`src/hdl/cbtm_pkg.sv`:
```
// Package for the CAN bit timing and mailbox register block: map, fields, resets, types.
package cbtm_pkg;
  // Register byte offsets.
  localparam logic [7:0] OFS_TIMING0 = 8'h00;
  localparam logic [7:0] OFS_TIMING1 = 8'h01;
  localparam logic [7:0] OFS_PAGE = 8'h02;
  localparam logic [7:0] OFS_TX_STATUS = 8'h04;
  localparam logic [7:0] OFS_TX_PRIO = 8'h05;
  localparam logic [7:0] OFS_TX_BOX = 8'h10;
  localparam logic [7:0] OFS_RX_BOX = 8'h20;
  // Offsets inside a mailbox window of sixteen bytes.
  localparam logic [3:0] BOX_CTRL = 4'h0;
  localparam logic [3:0] BOX_ID0 = 4'h1;
  localparam logic [3:0] BOX_ID3 = 4'h4;
  localparam logic [3:0] BOX_LEN = 4'h5;
  localparam logic [3:0] BOX_DATA0 = 4'h6;
  localparam logic [3:0] BOX_DATA7 = 4'hD;
  localparam logic [3:0] BOX_STLO = 4'hE;
  localparam logic [3:0] BOX_STHI = 4'hF;
  // Field positions.
  localparam int SEG2_LSB = 4;
  localparam int CS_ERR = 5;
  localparam int CS_ARB = 4;
  localparam int CS_OK = 3;
  localparam int CS_DONE = 2;
  localparam int CS_ABORT = 1;
  localparam int CS_SEND = 0;
  localparam int TS_DONE = 0;
  localparam int TS_OK = 1;
  localparam int LEN_GT = 7;
  // Reset values.
  localparam logic [7:0] RST_TIMING0 = 8'h00;
  localparam logic [7:0] RST_TIMING1 = 8'h23;
  localparam logic [2:0] RST_PAGE = 3'h0;
  localparam logic [7:0] RST_BYTE = 8'h00;
  // Field masks for bytes with reserved bits.
  localparam logic [7:0] MASK_TIMING1 = 8'h7F;
  localparam logic [7:0] MASK_ID0 = 8'h7F;
  localparam logic [7:0] MASK_LEN = 8'h8F;
  // Attempt result codes from the protocol engine.
  localparam logic [1:0] RES_OK = 2'h0;
  localparam logic [1:0] RES_ARB = 2'h1;
  localparam logic [1:0] RES_ERR = 2'h2;

  typedef enum logic [1:0] {
    BOX_EMPTY = 2'b00,
    BOX_PENDING = 2'b01,
    BOX_ABORTING = 2'b10
  } cbtm_box_t;

  typedef struct packed {
    logic [7:0] len;
    logic [3:0][7:0] ident;
    logic [7:0][7:0] data;
  } cbtm_msg_t;
endpackage

```
`src/hdl/cbtm_regs.sv`:
```
// CAN bit timing generator and transmit/receive mailbox register file.
//
// Added by the designer: the register offsets and strobed register access.
`timescale 1ns/1ps
`default_nettype none
module cbtm_regs #(
  parameter int TIMER_W = 16
) (
  input wire logic clock_i,
  input wire logic sys_rst_i,
  input wire logic [7:0] reg_addr_i,
  input wire logic [7:0] reg_wdata_i,
  input wire logic reg_wr_i,
  input wire logic reg_rd_i,
  output logic [7:0] reg_rdata_o,
  input wire logic config_mode_i,
  input wire logic time_triggered_mode_i,
  input wire logic [TIMER_W-1:0] timer_i,
  input wire logic sof_i,
  input wire logic rx_edge_i,
  input wire logic tx_done_i,
  input wire logic [1:0] tx_result_i,
  input wire logic abort_done_i,
  input wire logic rx_store_i,
  input wire cbtm_pkg::cbtm_msg_t rx_msg_i,
  input wire logic [7:0] rx_filter_idx_i,
  output logic quantum_tick_o,
  output logic sample_point_o,
  output logic bit_start_o,
  output logic send_req_o,
  output logic abort_req_o,
  output cbtm_pkg::cbtm_msg_t tx_msg_o,
  output logic [2:0] filter_page_o
);

  if (TIMER_W != 16) begin : g_chk
    $error("cbtm_regs: the time stamp registers hold exactly a 16-bit timer.");
  end

  function automatic logic in_box(input logic [7:0] addr, input logic [7:0] base);
    in_box = (addr[7:4] == base[7:4]);
  endfunction

  ////////////////////////////////////////////////////////////////////////////
  // Register decode.

  logic [7:0] timing0_ff, timing1_ff, rdata_ff;
  logic [2:0] page_ff;
  cbtm_pkg::cbtm_box_t box_ff, nxt_box;
  logic err_ff, arb_ff, ok_ff, done_ff, send_ff, abort_ff;
  logic [7:0] tx_id_ff [4];
  logic [7:0] tx_len_ff, tx_stlo_ff, tx_sthi_ff;
  logic [7:0] tx_data_ff [8];
  logic [7:0] rx_id_ff [4];
  logic [7:0] rx_len_ff, rx_stlo_ff, rx_sthi_ff, rx_fidx_ff;
  logic [7:0] rx_data_ff [8];
  logic [15:0] sof_hold_ff;
  cbtm_pkg::cbtm_msg_t tx_msg_ff;

  wire [3:0] sub = reg_addr_i[3:0];
  wire tx_sel = in_box(reg_addr_i, cbtm_pkg::OFS_TX_BOX);
  wire rx_sel = in_box(reg_addr_i, cbtm_pkg::OFS_RX_BOX);
  wire box_empty = (box_ff == cbtm_pkg::BOX_EMPTY);
  wire wr_t0 = reg_wr_i && reg_addr_i == cbtm_pkg::OFS_TIMING0 && config_mode_i;
  wire wr_t1 = reg_wr_i && reg_addr_i == cbtm_pkg::OFS_TIMING1;
  wire wr_pg = reg_wr_i && reg_addr_i == cbtm_pkg::OFS_PAGE;
  wire wr_ctl = reg_wr_i && tx_sel && sub == cbtm_pkg::BOX_CTRL;
  wire wr_sts = reg_wr_i && reg_addr_i == cbtm_pkg::OFS_TX_STATUS;
  // Payload writes are refused whole while the mailbox holds a message in flight.
  wire wr_box = reg_wr_i && tx_sel && box_empty && sub != cbtm_pkg::BOX_CTRL;
  wire req_send = wr_ctl && reg_wdata_i[cbtm_pkg::CS_SEND] && box_empty;
  wire req_abort = wr_ctl && reg_wdata_i[cbtm_pkg::CS_ABORT] && !box_empty;
  wire clr_done = (wr_ctl && reg_wdata_i[cbtm_pkg::CS_DONE])
      || (wr_sts && reg_wdata_i[cbtm_pkg::TS_DONE]);
  wire attempt = tx_done_i && !box_empty;
  wire att_ok = attempt && tx_result_i == cbtm_pkg::RES_OK;
  wire finish = att_ok || (!box_empty && abort_done_i)
      || (attempt && box_ff == cbtm_pkg::BOX_ABORTING);

  ////////////////////////////////////////////////////////////////////////////
  // Configuration registers.

  always_ff @(posedge clock_i or posedge sys_rst_i) begin
    if (sys_rst_i) begin
      timing0_ff <= cbtm_pkg::RST_TIMING0;
      timing1_ff <= cbtm_pkg::RST_TIMING1;
      page_ff <= cbtm_pkg::RST_PAGE;
    end else begin
      if (wr_t0) begin
        timing0_ff <= reg_wdata_i;
      end
      if (wr_t1) begin
        timing1_ff <= reg_wdata_i & cbtm_pkg::MASK_TIMING1;
      end
      if (wr_pg) begin
        page_ff <= reg_wdata_i[2:0];
      end
    end
  end

  ////////////////////////////////////////////////////////////////////////////
  // Bit timing: quantum divider, position in the bit, resynchronisation.

  logic [5:0] q_cnt_ff, pos_ff, ext_ff, shr_ff;
  logic tick_ff, samp_ff, bstart_ff;
  wire [5:0] presc = {timing0_ff[5:0]};
  wire [5:0] sjw1 = {4'h0, timing0_ff[7:6]} + 6'h01;
  wire [5:0] seg1_len = {2'h0, timing1_ff[3:0]} + 6'h01;
  wire [5:0] seg2_len = {3'h0, timing1_ff[6:4]} + 6'h01;
  wire tick = (q_cnt_ff == presc);
  wire [5:0] seg1_last = seg1_len + ext_ff;
  wire [5:0] bit_last = seg1_last + seg2_len - shr_ff;
  wire in_seg1 = pos_ff != 6'h00 && pos_ff <= seg1_last;
  wire in_seg2 = pos_ff > seg1_last;
  wire [5:0] remain = bit_last - pos_ff + 6'h01;
  wire rs_end = tick && rx_edge_i && in_seg2 && remain <= sjw1;
  wire bit_end = tick && (pos_ff == bit_last || rs_end);

  always_ff @(posedge clock_i or posedge sys_rst_i) begin
    if (sys_rst_i) begin
      q_cnt_ff <= 6'h00;
      pos_ff <= 6'h00;
      ext_ff <= 6'h00;
      shr_ff <= 6'h00;
    end else if (config_mode_i) begin
      q_cnt_ff <= 6'h00;
      pos_ff <= 6'h00;
      ext_ff <= 6'h00;
      shr_ff <= 6'h00;
    end else begin
      q_cnt_ff <= tick ? 6'h00 : q_cnt_ff + 6'h01;
      if (bit_end) begin
        pos_ff <= 6'h00;
        ext_ff <= 6'h00;
        shr_ff <= 6'h00;
      end else if (tick) begin
        pos_ff <= pos_ff + 6'h01;
        // A late edge stretches the first segment, an early one trims the second.
        if (rx_edge_i && in_seg1) begin
          ext_ff <= (pos_ff < sjw1) ? pos_ff : sjw1;
        end else if (rx_edge_i && in_seg2) begin
          shr_ff <= sjw1;
        end
      end
    end
  end

  always_ff @(posedge clock_i or posedge sys_rst_i) begin
    if (sys_rst_i) begin
      tick_ff <= 1'b0;
      samp_ff <= 1'b0;
      bstart_ff <= 1'b0;
    end else begin
      tick_ff <= tick && !config_mode_i;
      samp_ff <= tick && !config_mode_i && pos_ff == seg1_last && !bit_end;
      bstart_ff <= bit_end && !config_mode_i;
    end
  end

  ////////////////////////////////////////////////////////////////////////////
  // Transmit mailbox state and status flags.

  always_comb begin
    nxt_box = box_ff;
    case (box_ff)
      cbtm_pkg::BOX_EMPTY: begin
        if (req_send) begin
          nxt_box = cbtm_pkg::BOX_PENDING;
        end
      end
      cbtm_pkg::BOX_PENDING: begin
        if (finish) begin
          nxt_box = cbtm_pkg::BOX_EMPTY;
        end else if (req_abort) begin
          nxt_box = cbtm_pkg::BOX_ABORTING;
        end
      end
      cbtm_pkg::BOX_ABORTING: begin
        if (finish) begin
          nxt_box = cbtm_pkg::BOX_EMPTY;
        end
      end
      default: begin
        nxt_box = cbtm_pkg::BOX_EMPTY;
      end
    endcase
  end

  // Hardware updates win over a software clear landing in the same cycle.
  always_ff @(posedge clock_i or posedge sys_rst_i) begin
    if (sys_rst_i) begin
      box_ff <= cbtm_pkg::BOX_EMPTY;
      send_ff <= 1'b0;
      abort_ff <= 1'b0;
      err_ff <= 1'b0;
      arb_ff <= 1'b0;
      ok_ff <= 1'b0;
      done_ff <= 1'b0;
    end else begin
      box_ff <= nxt_box;
      // Request levels follow the next state, so they move on the same edge as the state.
      send_ff <= nxt_box != cbtm_pkg::BOX_EMPTY;
      abort_ff <= nxt_box == cbtm_pkg::BOX_ABORTING;
      if (attempt) begin
        err_ff <= tx_result_i == cbtm_pkg::RES_ERR;
        arb_ff <= tx_result_i == cbtm_pkg::RES_ARB;
        ok_ff <= att_ok;
      end else if (clr_done || req_send) begin
        err_ff <= 1'b0;
        arb_ff <= 1'b0;
        ok_ff <= 1'b0;
      end else if (wr_ctl) begin
        err_ff <= err_ff && !reg_wdata_i[cbtm_pkg::CS_ERR];
        arb_ff <= arb_ff && !reg_wdata_i[cbtm_pkg::CS_ARB];
        ok_ff <= ok_ff && !reg_wdata_i[cbtm_pkg::CS_OK];
      end
      if (finish) begin
        done_ff <= 1'b1;
      end else if (clr_done || req_send) begin
        done_ff <= 1'b0;
      end
    end
  end

  ////////////////////////////////////////////////////////////////////////////
  // Mailbox contents.

  always_ff @(posedge clock_i or posedge sys_rst_i) begin
    if (sys_rst_i) begin
      sof_hold_ff <= 16'h0000;
      tx_len_ff <= cbtm_pkg::RST_BYTE;
      tx_stlo_ff <= cbtm_pkg::RST_BYTE;
      tx_sthi_ff <= cbtm_pkg::RST_BYTE;
    end else begin
      if (sof_i) begin
        sof_hold_ff <= timer_i;
      end
      if (sof_i && !box_empty) begin
        tx_stlo_ff <= timer_i[7:0];
        tx_sthi_ff <= timer_i[15:8];
      end else if (wr_box && sub == cbtm_pkg::BOX_STLO) begin
        tx_stlo_ff <= reg_wdata_i;
      end else if (wr_box && sub == cbtm_pkg::BOX_STHI) begin
        tx_sthi_ff <= reg_wdata_i;
      end
      if (wr_box && sub == cbtm_pkg::BOX_LEN) begin
        tx_len_ff <= reg_wdata_i & cbtm_pkg::MASK_LEN;
      end
    end
  end

  for (genvar i = 0; i < 8; i++) begin : g_byte
    always_ff @(posedge clock_i or posedge sys_rst_i) begin
      if (sys_rst_i) begin
        tx_data_ff[i] <= cbtm_pkg::RST_BYTE;
        rx_data_ff[i] <= cbtm_pkg::RST_BYTE;
      end else begin
        if (wr_box && sub == cbtm_pkg::BOX_DATA0 + 4'(i)) begin
          tx_data_ff[i] <= reg_wdata_i;
        end
        if (rx_store_i) begin
          rx_data_ff[i] <= rx_msg_i.data[i];
        end
      end
    end
  end

  for (genvar i = 0; i < 4; i++) begin : g_id
    localparam logic [7:0] ID_MASK = (i == 0) ? cbtm_pkg::MASK_ID0 : 8'hFF;
    always_ff @(posedge clock_i or posedge sys_rst_i) begin
      if (sys_rst_i) begin
        tx_id_ff[i] <= cbtm_pkg::RST_BYTE;
        rx_id_ff[i] <= cbtm_pkg::RST_BYTE;
      end else begin
        if (wr_box && sub == cbtm_pkg::BOX_ID0 + 4'(i)) begin
          tx_id_ff[i] <= reg_wdata_i & ID_MASK;
        end
        if (rx_store_i) begin
          rx_id_ff[i] <= rx_msg_i.ident[i] & ID_MASK;
        end
      end
    end
  end

  // Receive side is loaded only by the engine; no write path exists to it.
  always_ff @(posedge clock_i or posedge sys_rst_i) begin
    if (sys_rst_i) begin
      rx_len_ff <= cbtm_pkg::RST_BYTE;
      rx_fidx_ff <= cbtm_pkg::RST_BYTE;
      rx_stlo_ff <= cbtm_pkg::RST_BYTE;
      rx_sthi_ff <= cbtm_pkg::RST_BYTE;
    end else if (rx_store_i) begin
      rx_len_ff <= rx_msg_i.len & cbtm_pkg::MASK_LEN;
      rx_fidx_ff <= rx_filter_idx_i;
      rx_stlo_ff <= sof_hold_ff[7:0];
      rx_sthi_ff <= sof_hold_ff[15:8];
    end
  end

  ////////////////////////////////////////////////////////////////////////////
  // Outgoing frame image and register read port.

  wire send_gt = time_triggered_mode_i && tx_len_ff[cbtm_pkg::LEN_GT];
  logic [7:0] rd_mux;

  always_ff @(posedge clock_i or posedge sys_rst_i) begin
    if (sys_rst_i) begin
      tx_msg_ff <= '0;
      rdata_ff <= 8'h00;
    end else begin
      tx_msg_ff.len <= tx_len_ff;
      for (int k = 0; k < 4; k++) begin
        tx_msg_ff.ident[k] <= tx_id_ff[k];
      end
      for (int k = 0; k < 6; k++) begin
        tx_msg_ff.data[k] <= tx_data_ff[k];
      end
      tx_msg_ff.data[6] <= send_gt ? tx_stlo_ff : tx_data_ff[6];
      tx_msg_ff.data[7] <= send_gt ? tx_sthi_ff : tx_data_ff[7];
      if (reg_rd_i) begin
        rdata_ff <= rd_mux;
      end
    end
  end

  always_comb begin
    rd_mux = 8'h00;
    if (reg_addr_i == cbtm_pkg::OFS_TIMING0) begin
      rd_mux = config_mode_i ? timing0_ff : 8'h00;
    end else if (reg_addr_i == cbtm_pkg::OFS_TIMING1) begin
      rd_mux = timing1_ff;
    end else if (reg_addr_i == cbtm_pkg::OFS_PAGE) begin
      rd_mux = {5'h00, page_ff};
    end else if (reg_addr_i == cbtm_pkg::OFS_TX_STATUS) begin
      rd_mux = {6'h00, ok_ff, done_ff};
    end else if (reg_addr_i == cbtm_pkg::OFS_TX_PRIO) begin
      rd_mux = {7'h00, box_empty};
    end else if (tx_sel || rx_sel) begin
      if (sub == cbtm_pkg::BOX_CTRL) begin
        rd_mux = tx_sel ? {2'h0, err_ff, arb_ff, ok_ff, done_ff,
            box_ff == cbtm_pkg::BOX_ABORTING, !box_empty} : rx_fidx_ff;
      end else if (sub <= cbtm_pkg::BOX_ID3) begin
        rd_mux = tx_sel ? tx_id_ff[2'(sub - cbtm_pkg::BOX_ID0)]
            : rx_id_ff[2'(sub - cbtm_pkg::BOX_ID0)];
      end else if (sub == cbtm_pkg::BOX_LEN) begin
        rd_mux = tx_sel ? tx_len_ff : rx_len_ff;
      end else if (sub <= cbtm_pkg::BOX_DATA7) begin
        rd_mux = tx_sel ? tx_data_ff[3'(sub - cbtm_pkg::BOX_DATA0)]
            : rx_data_ff[3'(sub - cbtm_pkg::BOX_DATA0)];
      end else if (sub == cbtm_pkg::BOX_STLO) begin
        rd_mux = tx_sel ? tx_stlo_ff : rx_stlo_ff;
      end else begin
        rd_mux = tx_sel ? tx_sthi_ff : rx_sthi_ff;
      end
    end
  end

  assign reg_rdata_o = rdata_ff;
  assign quantum_tick_o = tick_ff;
  assign sample_point_o = samp_ff;
  assign bit_start_o = bstart_ff;
  assign send_req_o = send_ff;
  assign abort_req_o = abort_ff;
  assign tx_msg_o = tx_msg_ff;
  assign filter_page_o = page_ff;

  ////////////////////////////////////////////////////////////////////////////
  // Checks.

  logic [6:0] gap_ff;
  always_ff @(posedge clock_i or posedge sys_rst_i) begin
    if (sys_rst_i) begin
      gap_ff <= 7'h00;
    end else begin
      gap_ff <= (tick || config_mode_i) ? 7'h00 : gap_ff + 7'h01;
    end
  end
endmodule // cbtm_regs
`default_nettype wire

```
`config.mk`:
```
export PLATFORM = sky130hd
export DESIGN_NAME = cbtm_regs
export DESIGN_NICKNAME = d
export VERILOG_FILES = /design/src/hdl/cbtm_pkg.sv /design/src/hdl/cbtm_regs.sv
export SDC_FILE = /design/constraint.sdc
export NUM_CORES = 1
export LEC_CHECK = 0
export BUFFER_PORTS_ARGS = -buffer_cell sky130_fd_sc_hd__clkbuf_2
export CAP_MARGIN = 20
export CORE_MARGIN = 1.5
export CORE_UTILIZATION = 40
export DETAILED_ROUTE_END_ITERATION = 7
export GPL_TIMING_DRIVEN = 1
export PLACE_DENSITY = 0.59
export SLEW_MARGIN = 10
export SYNTH_ARGS = -nofsm -noshare
export SYNTH_HDL_FRONTEND = slang
export SYNTH_SLANG_ARGS = --single-unit
export TNS_END_PERCENT = 50
```
`constraint.sdc`:
```
create_clock -name clock_i -period 16.3 [get_ports clock_i]
set_input_delay 0 -clock clock_i [delete_from_list [all_inputs] [get_ports clock_i]]
set_output_delay 0 -clock clock_i [all_outputs]
set_load 0.03 [all_outputs]
```
==> results by group <==
Global route
  – GR peak layer: met2
  – Total gr overflow: 0
  – Met3 Use GR: 3.93%
  – Antenna violations before repair: 4
  – First-pass GRT wire length: between 70 and 80 mm
  – Number of global-route vias before repair: 13,100
  – Grt met2 use: 35.7%
  – Met1 track utilization from global routing: 30.5%
  – Gr usage total: roughly 22%
  – Largest net degree at the start of global routing: ~160

Floorplan
  – Rows: slightly below 80
  – Die area: 46,800 µm²
  – Die W: 216 µm
  – Initial Util: roughly two fifths
  – Die Ht: 216 µm
  – I/O pin count: 277
  – Core area: 45,200 µm²

Timing
  – Slew margin rel.: 24.9%
  – FMAX: around 0.19 GHz
  – Final hold vios: 0
  – Least-Margin Pin Slew: 1120 ps
  – Layout Skew: 23.6 ps
  – Setup_tns: 0 ps
  – Final Setup Violations: 0
  – Slew Viols, Final: 0
  – RSZ-0062 raised after global routing: no
  – Final worst-path cycle share: around a third
  – Min Tclk post-route: 5300 ps

Logic synthesis
  – Seq/Total Area, Yosys: 56.9%
  – Asr flop ratio synth: 100%
  – YS warnings: 0
  – Mapped cell area: 18,200 µm²
  – Post-synth top flop: dfrtp_1
  – Cells after Synth: roughly 1,300
  – Avg Inst Size Synth: about 14 µm²
  – Number of flops mapped to enable cells by yosys: 0
  – Netlist cell types: 65
  – Yosys reg bits: 414

Route
  – Via count: 12,200
  – Drt drc: 0
  – DR WL/cell: 21.9 µm
  – Drt pass-1 iters: 5
  – Vias/cell: 5.25
  – Final WL: 50.6 mm
  – Drt initial violations: 707
  – Routed Antenna Nets: 0

Worst setup path
  – Critical path arrival: 5750 ps
  – Required time of the critical path: 16,740 ps
  – Critical path class: register to register
  – Critical-path top delay cell: dfstp_2
  – Slowest Stage Delay on Critical Path: 550 ps
  – Cell repeated most along the worst path: ha_1
  – CP max FO: 9
  – Cell Chain, Critical Path: inv_1 > ha_1 > fa_1 > xnor2_1 > fa_1 > ha_1 > o21ai_0 > nor2_1 > a21oi_1 > ha_1 > ha_1 > or2_2 > and2_1 > o221ai_1 > o2111ai_1 > o21a_1 > mux2_2 > o21bai_2 > nor3b_1
  – CP Launch Type: register
  – CP Capture Type: register

Clocking
  – Clk buf depth: 3
  – TritonCTS buffer count: 45
  – PostCTS Resize Cnt: 0
  – Sink Count: 414
  – Clk pin slew, worst setup/hold paths: 60 ps
  – Clk root buf: clkbuf_16
  – Worst skew pair latency: roughly 580 ps
  – H-tree depth: 2
  – CTS tree: done

Finish
  – Commonest non-fill, non-tap cell in the layout: dfrtp_1
  – Layout area overhead: 26.1%
  – Ratio of cells with drive above 1 in the final layout: 41.1%
  – Most frequent cells in the layout: dfrtp_1, mux2_2, clkbuf_2
  – Fin nets: 1,881
  – Non-filler cells, final: between 2,000 and 2,500

Job
  – Max-cap violation count: 0

Pwr
  – Leakage Power: 10.8 nW
  – Worst VDD drop: about 100 µV
  – Power per cell area: 121 nW/µm²

Status
  – Status: finished clean

Placement
  – Placed cell count: between 2,000 and 2,500
  – Gpl congestion: 0.854
  – PortBufs: 268
  – Detailed placer's ending HPWL: 34.7 mm

Min path
  – HP Class: input port to register
==> metal layers <==
| metal | routed length, µm | share of wire [%] |
|---|---|---|
| met3 | 2440 | 4.8 |
| met5 | 12 | 0.024 |
| met1 | 22700 | 45 |
| met4 | 1430 | 2.8 |
| met2 | 24100 | 48 |
==> metrics by stage <==
stage	hold slack (ps)	total power, mW	area [µm²]	util, %	worst slack, ps
floorplan	73.8	1.58	18200	-	4780
global placement	221	1.73	20100	44.6	11050
detailed placement	231	1.75	20100	44.6	11020
CTS	15.1	2.80	23000	50.9	11000
global route	25.1	2.91	23000	50.9	10690
finish	11.7	2.78	23000	50.9	11000
==> state kept, by name, indices dropped and copies added, names as in the netlist, 7 cells and up <==
signal       count
rx_id_ff        31
rx_data_ff      64
tx_msg_o       100
timing1_ff       7
rx_stlo_ff       8
timing0_ff       8
tx_id_ff        31
rx_fidx_ff       8
tx_data_ff      64
rx_sthi_ff       8
sof_hold_ff     16
tx_sthi_ff       8
tx_stlo_ff       8
reg_rdata_o      8
==> final timing paths <==
| kind | from | to | slack, ps | depth (start not counted) |
|---|---|---|---|---|
| min in group asynchronous | sys_rst_i | rx_data_ff[39] | 180 | 3 |
| worst min-delay path | reg_wdata_i[7] | timing0_ff[7] | 10 | 2 |
| worst max register to register | timing1_ff[0] | ext_ff[3] | 11000 | 19 |
| worst max-delay path | timing1_ff[0] | ext_ff[3] | 11000 | 19 |
| worst min register to register | tx_id_ff[25] | tx_msg_o[65] | 380 | 0 |
| max in group asynchronous | sys_rst_i | rx_data_ff[24] | 14600 | 4 |
==> where the power goes <==
part           switching [mW]  internal [mW]
logic                   0.323          0.268
clock network           0.415          0.602
registers              0.0558           1.11
==> critical path: cells and delay by family (launching register included) <==
kind	cells	cell delay (ps)
multiplexers	1	320
flip-flops	1	550
AND/OR/NAND/NOR	4	640
AO/OA/AOI/OAI	6	1320
buffers and inverters	1	50
XOR/XNOR	1	260
adder cells (fa/ha/maj)	6	2040
==> synthesized netlist by cell type (11+ instances only) <==
cell,instances,share of area (%)
mux2i_1,21,1.2
mux4_2,62,7.7
nor2_1,41,0.84
xnor2_1,15,0.72
a211oi_1,11,0.45
nand2_1,76,1.6
buf_2,12,0.33
a21oi_1,29,0.80
clkbuf_1,46,0.95
o21ai_0,31,0.85
ha_1,38,2.6
dfrtp_1,411,56
mux2_2,278,17
inv_1,34,0.70
nor2b_1,14,0.48
nand3_1,23,0.63
==> area by class of cell <==
type                            instances  area, µm²
Multi-Input combinational cell        768       7450
Clock buffer                           66       1310
Tap cell                              600        751
Clock inverter                         12        149
Inverter                               34        135
Sequential cell                       414      10400
Timing Repair Buffer                  418       2830
Antenna cell                            2       5.00
Fill cell                            3946      22200
==> cell families after synthesis <==
logic type	synth area share (%)
and+or+nand+nor	5.75
DFF	56.9
AOI/OAI and AO/OA	4.70
buffers and inverters	2.33
adders and majority gates	3.16
muxes	26.0
other	0.0206
xor gates and xnor gates	1.18
==> what timing repair did <==
| action | CTS | global route |
|---|---|---|
| hold endpoints to repair | 295 | 0 |
| hold buffers | 138 | 0 |
| endpoints found under the setup margin | 0 | 0 |
| setup buffers | 0 | 0 |
Power figures use the tool's default switching activity.
